File: src/dsbi_map.vh
// Opcode patterns, field positions and timing constants for the decrement/branch/increment unit
// How it works
// - Decrement-and-skip opcode subtracts one from file register, wrapping modulo 256.
// - Increment opcode adds one to file register, wrapping modulo 256.
// - Destination bit zero writes working register; one writes the file register back.
// - File address is seven bits, 0 to 127; destination is one bit.
// - Zero decrement result discards the already prefetched next instruction.
// - Decrement-and-skip takes one cycle, or two with a no-operation when skipping.
// - Nonzero decrement result continues at the following address.
// - Branch loads PC 10:0 from immediate and PC 12:11 from page latch 4:3.
`ifndef DSBI_MAP_VH
`define DSBI_MAP_VH

`define DSBI_OPC_HI       13
`define DSBI_OPC_LO       8
`define DSBI_OPC_DECSKIP  6'h0b
`define DSBI_OPC_INC      6'h0a
`define DSBI_BR_HI        13
`define DSBI_BR_LO        11
`define DSBI_OPC_BRANCH   3'h5
`define DSBI_DEST_BIT     7
`define DSBI_FADDR_HI     6
`define DSBI_FADDR_LO     0
`define DSBI_IMM_HI       10
`define DSBI_IMM_LO       0
`define DSBI_PAGE_HI      4
`define DSBI_PAGE_LO      3
`define DSBI_DEST_W       1'b0
`define DSBI_DEST_F       1'b1
`define DSBI_NOP_WORD     14'h0000
`define DSBI_PC_RST       13'h0000
`define DSBI_FLUSH_CYCLES 1

`endif

File: src/dsbi_exec.v
// Execution unit for decrement-and-skip, unconditional branch and increment opcodes
`timescale 1ns/1ps
`include "dsbi_map.vh"
module dsbi_exec (
    // Clock, reset, enable
    input  wire        i_core_clk,
    input  wire        i_nrst,
    input  wire        i_ce,
    // Instruction in
    input  wire        i_instr_valid,
    input  wire [13:0] i_instr,
    // Operand state
    input  wire [7:0]  i_file_rdata,
    input  wire [7:0]  i_program_counter_page_latch,
    input  wire [12:0] i_pc,
    // File register access
    output wire [6:0]  o_file_addr,
    output wire        o_file_we,
    output wire [7:0]  o_file_wdata,
    // Working register and flag
    output wire        o_w_we,
    output wire [7:0]  o_w_wdata,
    output wire        o_zero_we,
    output wire        o_zero_val,
    // Program counter control
    output wire        o_pc_load,
    output wire [12:0] o_pc_target,
    output wire        o_pc_inc,
    output wire        o_flush,
    output wire        o_executed_nop,
    output wire        o_busy
);
    // One-hot sequencer states
    localparam ST_EXEC  = 2'b01;
    localparam ST_FLUSH = 2'b10;

    // Decrement-and-skip pattern in the six upper bits
    function is_decskip_f;
        input [13:0] word;
        begin
            is_decskip_f = (word[`DSBI_OPC_HI:`DSBI_OPC_LO] == `DSBI_OPC_DECSKIP);
        end
    endfunction

    // Increment pattern in the six upper bits
    function is_inc_f;
        input [13:0] word;
        begin
            is_inc_f = (word[`DSBI_OPC_HI:`DSBI_OPC_LO] == `DSBI_OPC_INC);
        end
    endfunction

    // Branch needs only the three upper bits; the rest is its target
    function is_branch_f;
        input [13:0] word;
        begin
            is_branch_f = (word[`DSBI_BR_HI:`DSBI_BR_LO] == `DSBI_OPC_BRANCH);
        end
    endfunction

    // Destination bit set sends the result back to the file register
    function to_file_f;
        input [13:0] word;
        begin
            to_file_f = (word[`DSBI_DEST_BIT] == `DSBI_DEST_F);
        end
    endfunction

    // Page bits go above the 11-bit immediate to form the 13-bit target
    function [12:0] branch_target_f;
        input [7:0]  page_latch;
        input [13:0] word;
        begin
            branch_target_f = {page_latch[`DSBI_PAGE_HI:`DSBI_PAGE_LO],
                               word[`DSBI_IMM_HI:`DSBI_IMM_LO]};
        end
    endfunction

    // Sequencer
    reg  [1:0]  state_r;
    reg  [1:0]  state_nxt;
    // Remembers whether a branch caused the flush, so the second cycle
    // knows not to step the counter past an already loaded target
    reg         flush_by_branch_r;
    reg         flush_by_branch_nxt;
    // Registered outputs
    reg         file_we_r;
    reg         file_we_nxt;
    reg  [7:0]  file_wdata_r;
    reg  [7:0]  file_wdata_nxt;
    reg         w_we_r;
    reg         w_we_nxt;
    reg  [7:0]  w_wdata_r;
    reg  [7:0]  w_wdata_nxt;
    reg         zero_we_r;
    reg         zero_we_nxt;
    reg         zero_val_r;
    reg         zero_val_nxt;
    reg         pc_load_r;
    reg         pc_load_nxt;
    reg  [12:0] pc_target_r;
    reg  [12:0] pc_target_nxt;
    reg         pc_inc_r;
    reg         pc_inc_nxt;
    reg         executed_nop_r;
    reg         executed_nop_nxt;
    // Arithmetic results
    wire [7:0]  alu_res;
    wire        alu_zero;

    // Instruction decode
    wire        is_decskip = is_decskip_f(i_instr);
    wire        is_inc     = is_inc_f(i_instr);
    wire        is_branch  = is_branch_f(i_instr);
    wire        is_file_op = is_decskip || is_inc;
    wire        to_file    = to_file_f(i_instr);
    // Taken only in the execute state, so a word offered during the
    // no-operation cycle is refused rather than queued
    wire        go         = i_ce && i_instr_valid && (state_r == ST_EXEC);

    assign o_file_addr = i_instr[`DSBI_FADDR_HI:`DSBI_FADDR_LO];
    assign o_busy      = (state_r == ST_FLUSH);
    // Flush tells fetch to drop the prefetched word in the same cycle;
    // a registered flush would arrive one word too late
    assign o_flush     = go && ((is_decskip && alu_zero) || is_branch);

    dsbi_alu u_alu (
        .i_operand   (i_file_rdata),
        .i_decrement (is_decskip),
        .o_result    (alu_res),
        .o_zero      (alu_zero)
    );

    always @* begin
        state_nxt           = state_r;
        flush_by_branch_nxt = flush_by_branch_r;
        file_we_nxt         = 1'b0;
        file_wdata_nxt      = file_wdata_r;
        w_we_nxt            = 1'b0;
        w_wdata_nxt         = w_wdata_r;
        zero_we_nxt         = 1'b0;
        zero_val_nxt        = zero_val_r;
        pc_load_nxt         = 1'b0;
        pc_target_nxt       = pc_target_r;
        pc_inc_nxt          = 1'b0;
        executed_nop_nxt    = 1'b0;
        case (state_r)
            ST_EXEC: begin
                if (go && is_file_op) begin
                    file_wdata_nxt = alu_res;
                    w_wdata_nxt    = alu_res;
                    file_we_nxt    = to_file;
                    w_we_nxt       = ~to_file;
                    pc_inc_nxt     = 1'b1;
                    // Decrement-and-skip leaves the zero flag alone
                    if (is_inc) begin
                        zero_we_nxt  = 1'b1;
                        zero_val_nxt = alu_zero;
                    end
                end else if (go && is_branch) begin
                    pc_load_nxt   = 1'b1;
                    pc_target_nxt = branch_target_f(i_program_counter_page_latch,
                                                    i_instr);
                end
                if (o_flush) begin
                    state_nxt           = ST_FLUSH;
                    flush_by_branch_nxt = is_branch;
                end
            end
            ST_FLUSH: begin
                // The discarded word is replaced by a no-operation
                executed_nop_nxt = 1'b1;
                // A skip still steps past the discarded word
                pc_inc_nxt       = ~flush_by_branch_r;
                state_nxt        = ST_EXEC;
            end
            default: begin
                state_nxt = ST_EXEC;
            end
        endcase
    end

    always @(posedge i_core_clk or negedge i_nrst) begin
        if (!i_nrst) begin
            state_r           <= ST_EXEC;
            flush_by_branch_r <= 1'b0;
            file_we_r         <= 1'b0;
            file_wdata_r      <= 8'h00;
            w_we_r            <= 1'b0;
            w_wdata_r         <= 8'h00;
            zero_we_r         <= 1'b0;
            zero_val_r        <= 1'b0;
            pc_load_r         <= 1'b0;
            pc_target_r       <= `DSBI_PC_RST;
            pc_inc_r          <= 1'b0;
            executed_nop_r    <= 1'b0;
        end else if (i_ce) begin
            // A low enable freezes everything, so pulses stretch with it
            state_r           <= state_nxt;
            flush_by_branch_r <= flush_by_branch_nxt;
            file_we_r         <= file_we_nxt;
            file_wdata_r      <= file_wdata_nxt;
            w_we_r            <= w_we_nxt;
            w_wdata_r         <= w_wdata_nxt;
            zero_we_r         <= zero_we_nxt;
            zero_val_r        <= zero_val_nxt;
            pc_load_r         <= pc_load_nxt;
            pc_target_r       <= pc_target_nxt;
            pc_inc_r          <= pc_inc_nxt;
            executed_nop_r    <= executed_nop_nxt;
        end
    end

    // Output drive
    assign o_file_we      = file_we_r;
    assign o_file_wdata   = file_wdata_r;
    assign o_w_we         = w_we_r;
    assign o_w_wdata      = w_wdata_r;
    assign o_zero_we      = zero_we_r;
    assign o_zero_val     = zero_val_r;
    assign o_pc_load      = pc_load_r;
    assign o_pc_target    = pc_target_r;
    assign o_pc_inc       = pc_inc_r;
    assign o_executed_nop = executed_nop_r;

    // i_pc kept for observers of the fetch path; unused in this unit's decision
    wire unused_pc = ^i_pc;
endmodule // dsbi_exec

File: src/dsbi_alu.v
// Increment and decrement arithmetic with zero detect
`timescale 1ns/1ps
module dsbi_alu (
    // Operand and control
    input  wire [7:0] i_operand,
    input  wire       i_decrement,
    // Result
    output wire [7:0] o_result,
    output wire       o_zero
);
    // 8-bit sums drop the carry, giving wrap modulo 256
    assign o_result = i_decrement ? (i_operand - 8'h01)
                                  : (i_operand + 8'h01);
    assign o_zero   = (o_result == 8'h00);
endmodule // dsbi_alu

File: config.mk
export PLATFORM = sky130hd
export DESIGN_NAME = dsbi_exec
export DESIGN_NICKNAME = d
export VERILOG_FILES = /design/src/dsbi_exec.v /design/src/dsbi_alu.v
export VERILOG_INCLUDE_DIRS = /design/src
export SDC_FILE = /design/constraint.sdc
export NUM_CORES = 1
export LEC_CHECK = 0
export BUFFER_PORTS_ARGS = -buffer_cell sky130_fd_sc_hd__buf_4
export CAP_MARGIN = 40
export CORE_ASPECT_RATIO = 1.5
export CORE_MARGIN = 10
export CORE_UTILIZATION = 41
export CTS_CLUSTER_DIAMETER = 100
export CTS_CLUSTER_SIZE = 8
export DETAILED_ROUTE_END_ITERATION = 8
export PLACE_DENSITY = 0.8
export SYNTH_ARGS = -nofsm -noshare
export SYNTH_HDL_FRONTEND = slang
export SYNTH_SLANG_ARGS = --single-unit
File: constraint.sdc
create_clock -name i_core_clk -period 2.98 [get_ports i_core_clk]
set_input_delay 0.447 -clock i_core_clk [delete_from_list [all_inputs] [get_ports i_core_clk]]
set_output_delay 0.447 -clock i_core_clk [all_outputs]
set_load 0.05 [all_outputs]
==> impl_results.md <==
* Status: completed
* Initial antenna violation count at 0
* Req. time, crit path at ~2.5 ns
* Diodes inserted at 0
* Row cnt at 28
* GRT Overall Usage at roughly an eighth
* TritonCTS buffer count at 5
* Fmax at approximately 360 MHz
* CTS root buf: clkbuf_8
* Worst path slowest cell: nor3b_2
* Final Cycle Share at approximately 93%
* Final setup violation count at 0
* CTS tree: done
* Clock transition at path regs at about 0.070 ns
* MaxCap Viol Count at 0
* Slew @ Worst Pin at approximately 0.48 ns
* DIE AREA at 0.00715 sq mm
* Max rail drop VDD at between 0.5 and 0.6 mV
* DRT iter0 DRCs at 82
* Max incr delay on CP at 0.25 ns
* Core area at approximately 0.0040 sq mm
* Cell variety after synth at 40
* Clk_lat worst skew at approximately 0.29 ns
* FF+latch count, synth at 31
* Area growth, synth to finish at 34.9%
* Post-synth EDFFs at 0
* Vias in the first global route at between 1000 and 1500
* Routed via count at around 1300
* List of most frequent post-synthesis cells: dfrtp_1, mux2_2, nand2_1, buf_4, o21ai_0
* PnR worst setup slack at 0.196 ns
* Final Hold Fails at 0
* Reg2Reg Launch Point: state_r[0]$_DFFE_PN1P_
* Setup CP Type: in2out
* Setup repair bufs after CTS at 0
* RR Endpoint: o_pc_inc$_DFFE_PN0P_
* CP cell instances: buf_4 -> nor3b_2 -> nand3_2 -> xnor2_1 -> ha_1 -> nor2_2 -> nand2b_1 -> xnor2_1 -> nor3_1 -> nand4_1 -> nand2_1 -> buf_4
* Routed WL at 4310 um
* Hold Slack at approximately 0.086 ns
* Max clock buf depth at 2
* Fillers at about 380
* First-pass GRT wire length at 6980 um
* Setup TNS Final at 0 ns
* Port bufs at around 70
* Post-route DRC violation count at 0
* Asr flop ratio synth at 100%
* Most common cell in the netlist: dfrtp_1
* Num ports at between 90 and 100
* Final #Nets at 271
* Die height at between 90 and 100 um
* R2R depth at 7
* Static Leak at around 1.1 nW
* Gp weighted congestion at 0.833
* Die Width at just over 70 um
* Top FF cell, synth: dfrtp_1
* Setup slack, reg-to-reg at approximately 0.83 ns
* Syn Nets at about 210
* WL/cell at about 16 um
* Pwr Density at approximately 820 mW/mm^2
* Clock sinks at 31
* Synth top area share at around 44%
* Worst EP arrival at ~2.3 ns
* Unrepaired setup endpoints after global routing: no
* Grt ovf at 0
* Synthesized area per cell at about 11 sq um
* Leading area contributor after synthesis: dfrtp_1
* Routed vias/inst at approximately 5
* Hold WC Path Type: in2async
* Worst slew margin at 67.9%
* Pre-CTS WS at between 0.15 and 0.2 ns
* CP Launch Type: input pin
* CP Capture Type: output pin
* Largest net degree at the start of global routing at 32
* Hpwl dp at roughly 3500 um
* Worst-path fanout max at 4
* Max Clock Skew at 0.00718 ns
* Post-synthesis sequential area ratio at about 46%
* Drt first pass iters at 4
* Mapped Area at ~0.0017 sq mm
* Tmin final at approximately 2.8 ns
* Area contributors post-synth: dfrtp_1, mux2_2, buf_4, nand2_1, o21ai_0
* Synth warn at 0
* Cells after synthesis at ~160
* Starting Density at 42.7%
* Layout cell share with drive strength beyond 1 at about half
* Final slew viol count at 0
* Htree depth at 2
* Antenna Violating Nets Remaining at 0
-- cells by family (layout without fill, tap and decap cells) --
group,Yosys count,count (layout),share of synthesized area [%]
simple gates,46,46,14.7
xor+xnor,9,9,4.66
buf+inv,27,90,9.91
mux,19,19,12.6
fa+ha+maj,3,3,2.22
compound gates,24,24,9.91
flops,31,31,45.9
-- critical path: cells and delay by family --
family	cells	cell delay (ns)
xor gates and xnor gates	2	0.29
and+or+nand+nor	7	1.04
adders and majority gates	1	0.24
buffers and inverters	2	0.32
-- worst max path at each step --
stage | end | cells past startpoint | startpoint | slack, ns
2_1_floorplan | o_flush | 10 | i_instr[13] | 0.16
3_3_place_gp | o_flush | 12 | i_instr[13] | 0.19
3_5_place_dp | o_flush | 12 | i_instr[13] | 0.16
4_1_cts | o_flush | 12 | i_instr[13] | 0.15
5_1_grt | o_flush | 12 | i_instr[13] | 0.004
6_report | o_flush | 12 | i_instr[13] | 0.20
-- registers in the layout, summed over array words and instances, names as in the netlist --
register and cells:
state_r 2, flush_by_branch_r 1, o_pc_inc 1, o_pc_target 13
o_zero_we 1, o_zero_val 1, o_file_we 1, o_executed_nop 1
o_w_we 1, o_w_wdata 8, o_pc_load 1
-- cell type report --
class,count,area [sq um],area share (%)
sequential,31,777,34.0
multi-input combinational,101,757,33.2
timing repair buffer,78,586,25.7
clock buffer,7,86.3,3.78
tap,45,56.3,2.47
inverter,4,15.0,0.658
clock inverter,1,5.00,0.219
-- layout by cell type (no fill, tap or decap), types with 2 or more instances in the layout --
cell type  instances
inv_1              4
nand3_1            5
nor3_1             2
buf_4             78
xnor2_1            4
dfrtp_1           30
ha_1               3
a21oi_1            2
nand2b_1           3
nand2_1           16
o21ai_0            9
nor2_1             7
o22ai_1            2
o2bb2ai_1          2
mux2i_1            2
clkbuf_8           6
nand4_1            3
xor2_1             5
mux2_2            16
-- power by group --
| group | leakage [nW] | switching (W) | internal, W |
|---|---|---|---|
| sequential | 0.403 | 0.0000644 | 0.000544 |
| combinational | 0.683 | 0.000627 | 0.000295 |
| clock | 0.0482 | 0.000156 | 0.000186 |
| total | 1.13 | 0.000847 | 0.00102 |
-- per-layer routing --
metal / global-route usage, % / up-vias / routed length, um
li1: - / 661 / -
met4: 4.40 / 0 / 69
met5: 0 / - / 0
met2: 20.3 / 45 / 2160
met1: 13.7 / 630 / 1820
met3: 4.02 / 6 / 259
-- metrics by stage --
step / cells / utilization (%) / total power, W / cell area (sq um)
after detailed placement: 259 / 55.1 / 0.00155 / 2180
after CTS: 267 / 57.4 / 0.00190 / 2270
after floorplan: 159 / - / 0.00127 / 1690
final: 267 / 57.6 / 0.00187 / 2280
after global placement: 259 / 55.1 / 0.00153 / 2180
after global routing: 267 / 57.6 / 0.00196 / 2280
-- repair_timing --
| item | CTS | global route |
|---|---|---|
| setup endpoints to repair | 0 | 1 |
| gates resized for setup | 0 | 3 |
| hold buffers | 0 | 0 |
| endpoints found under the hold margin | 0 | 0 |
No activity file was read; power rests on OpenSTA's default activity.
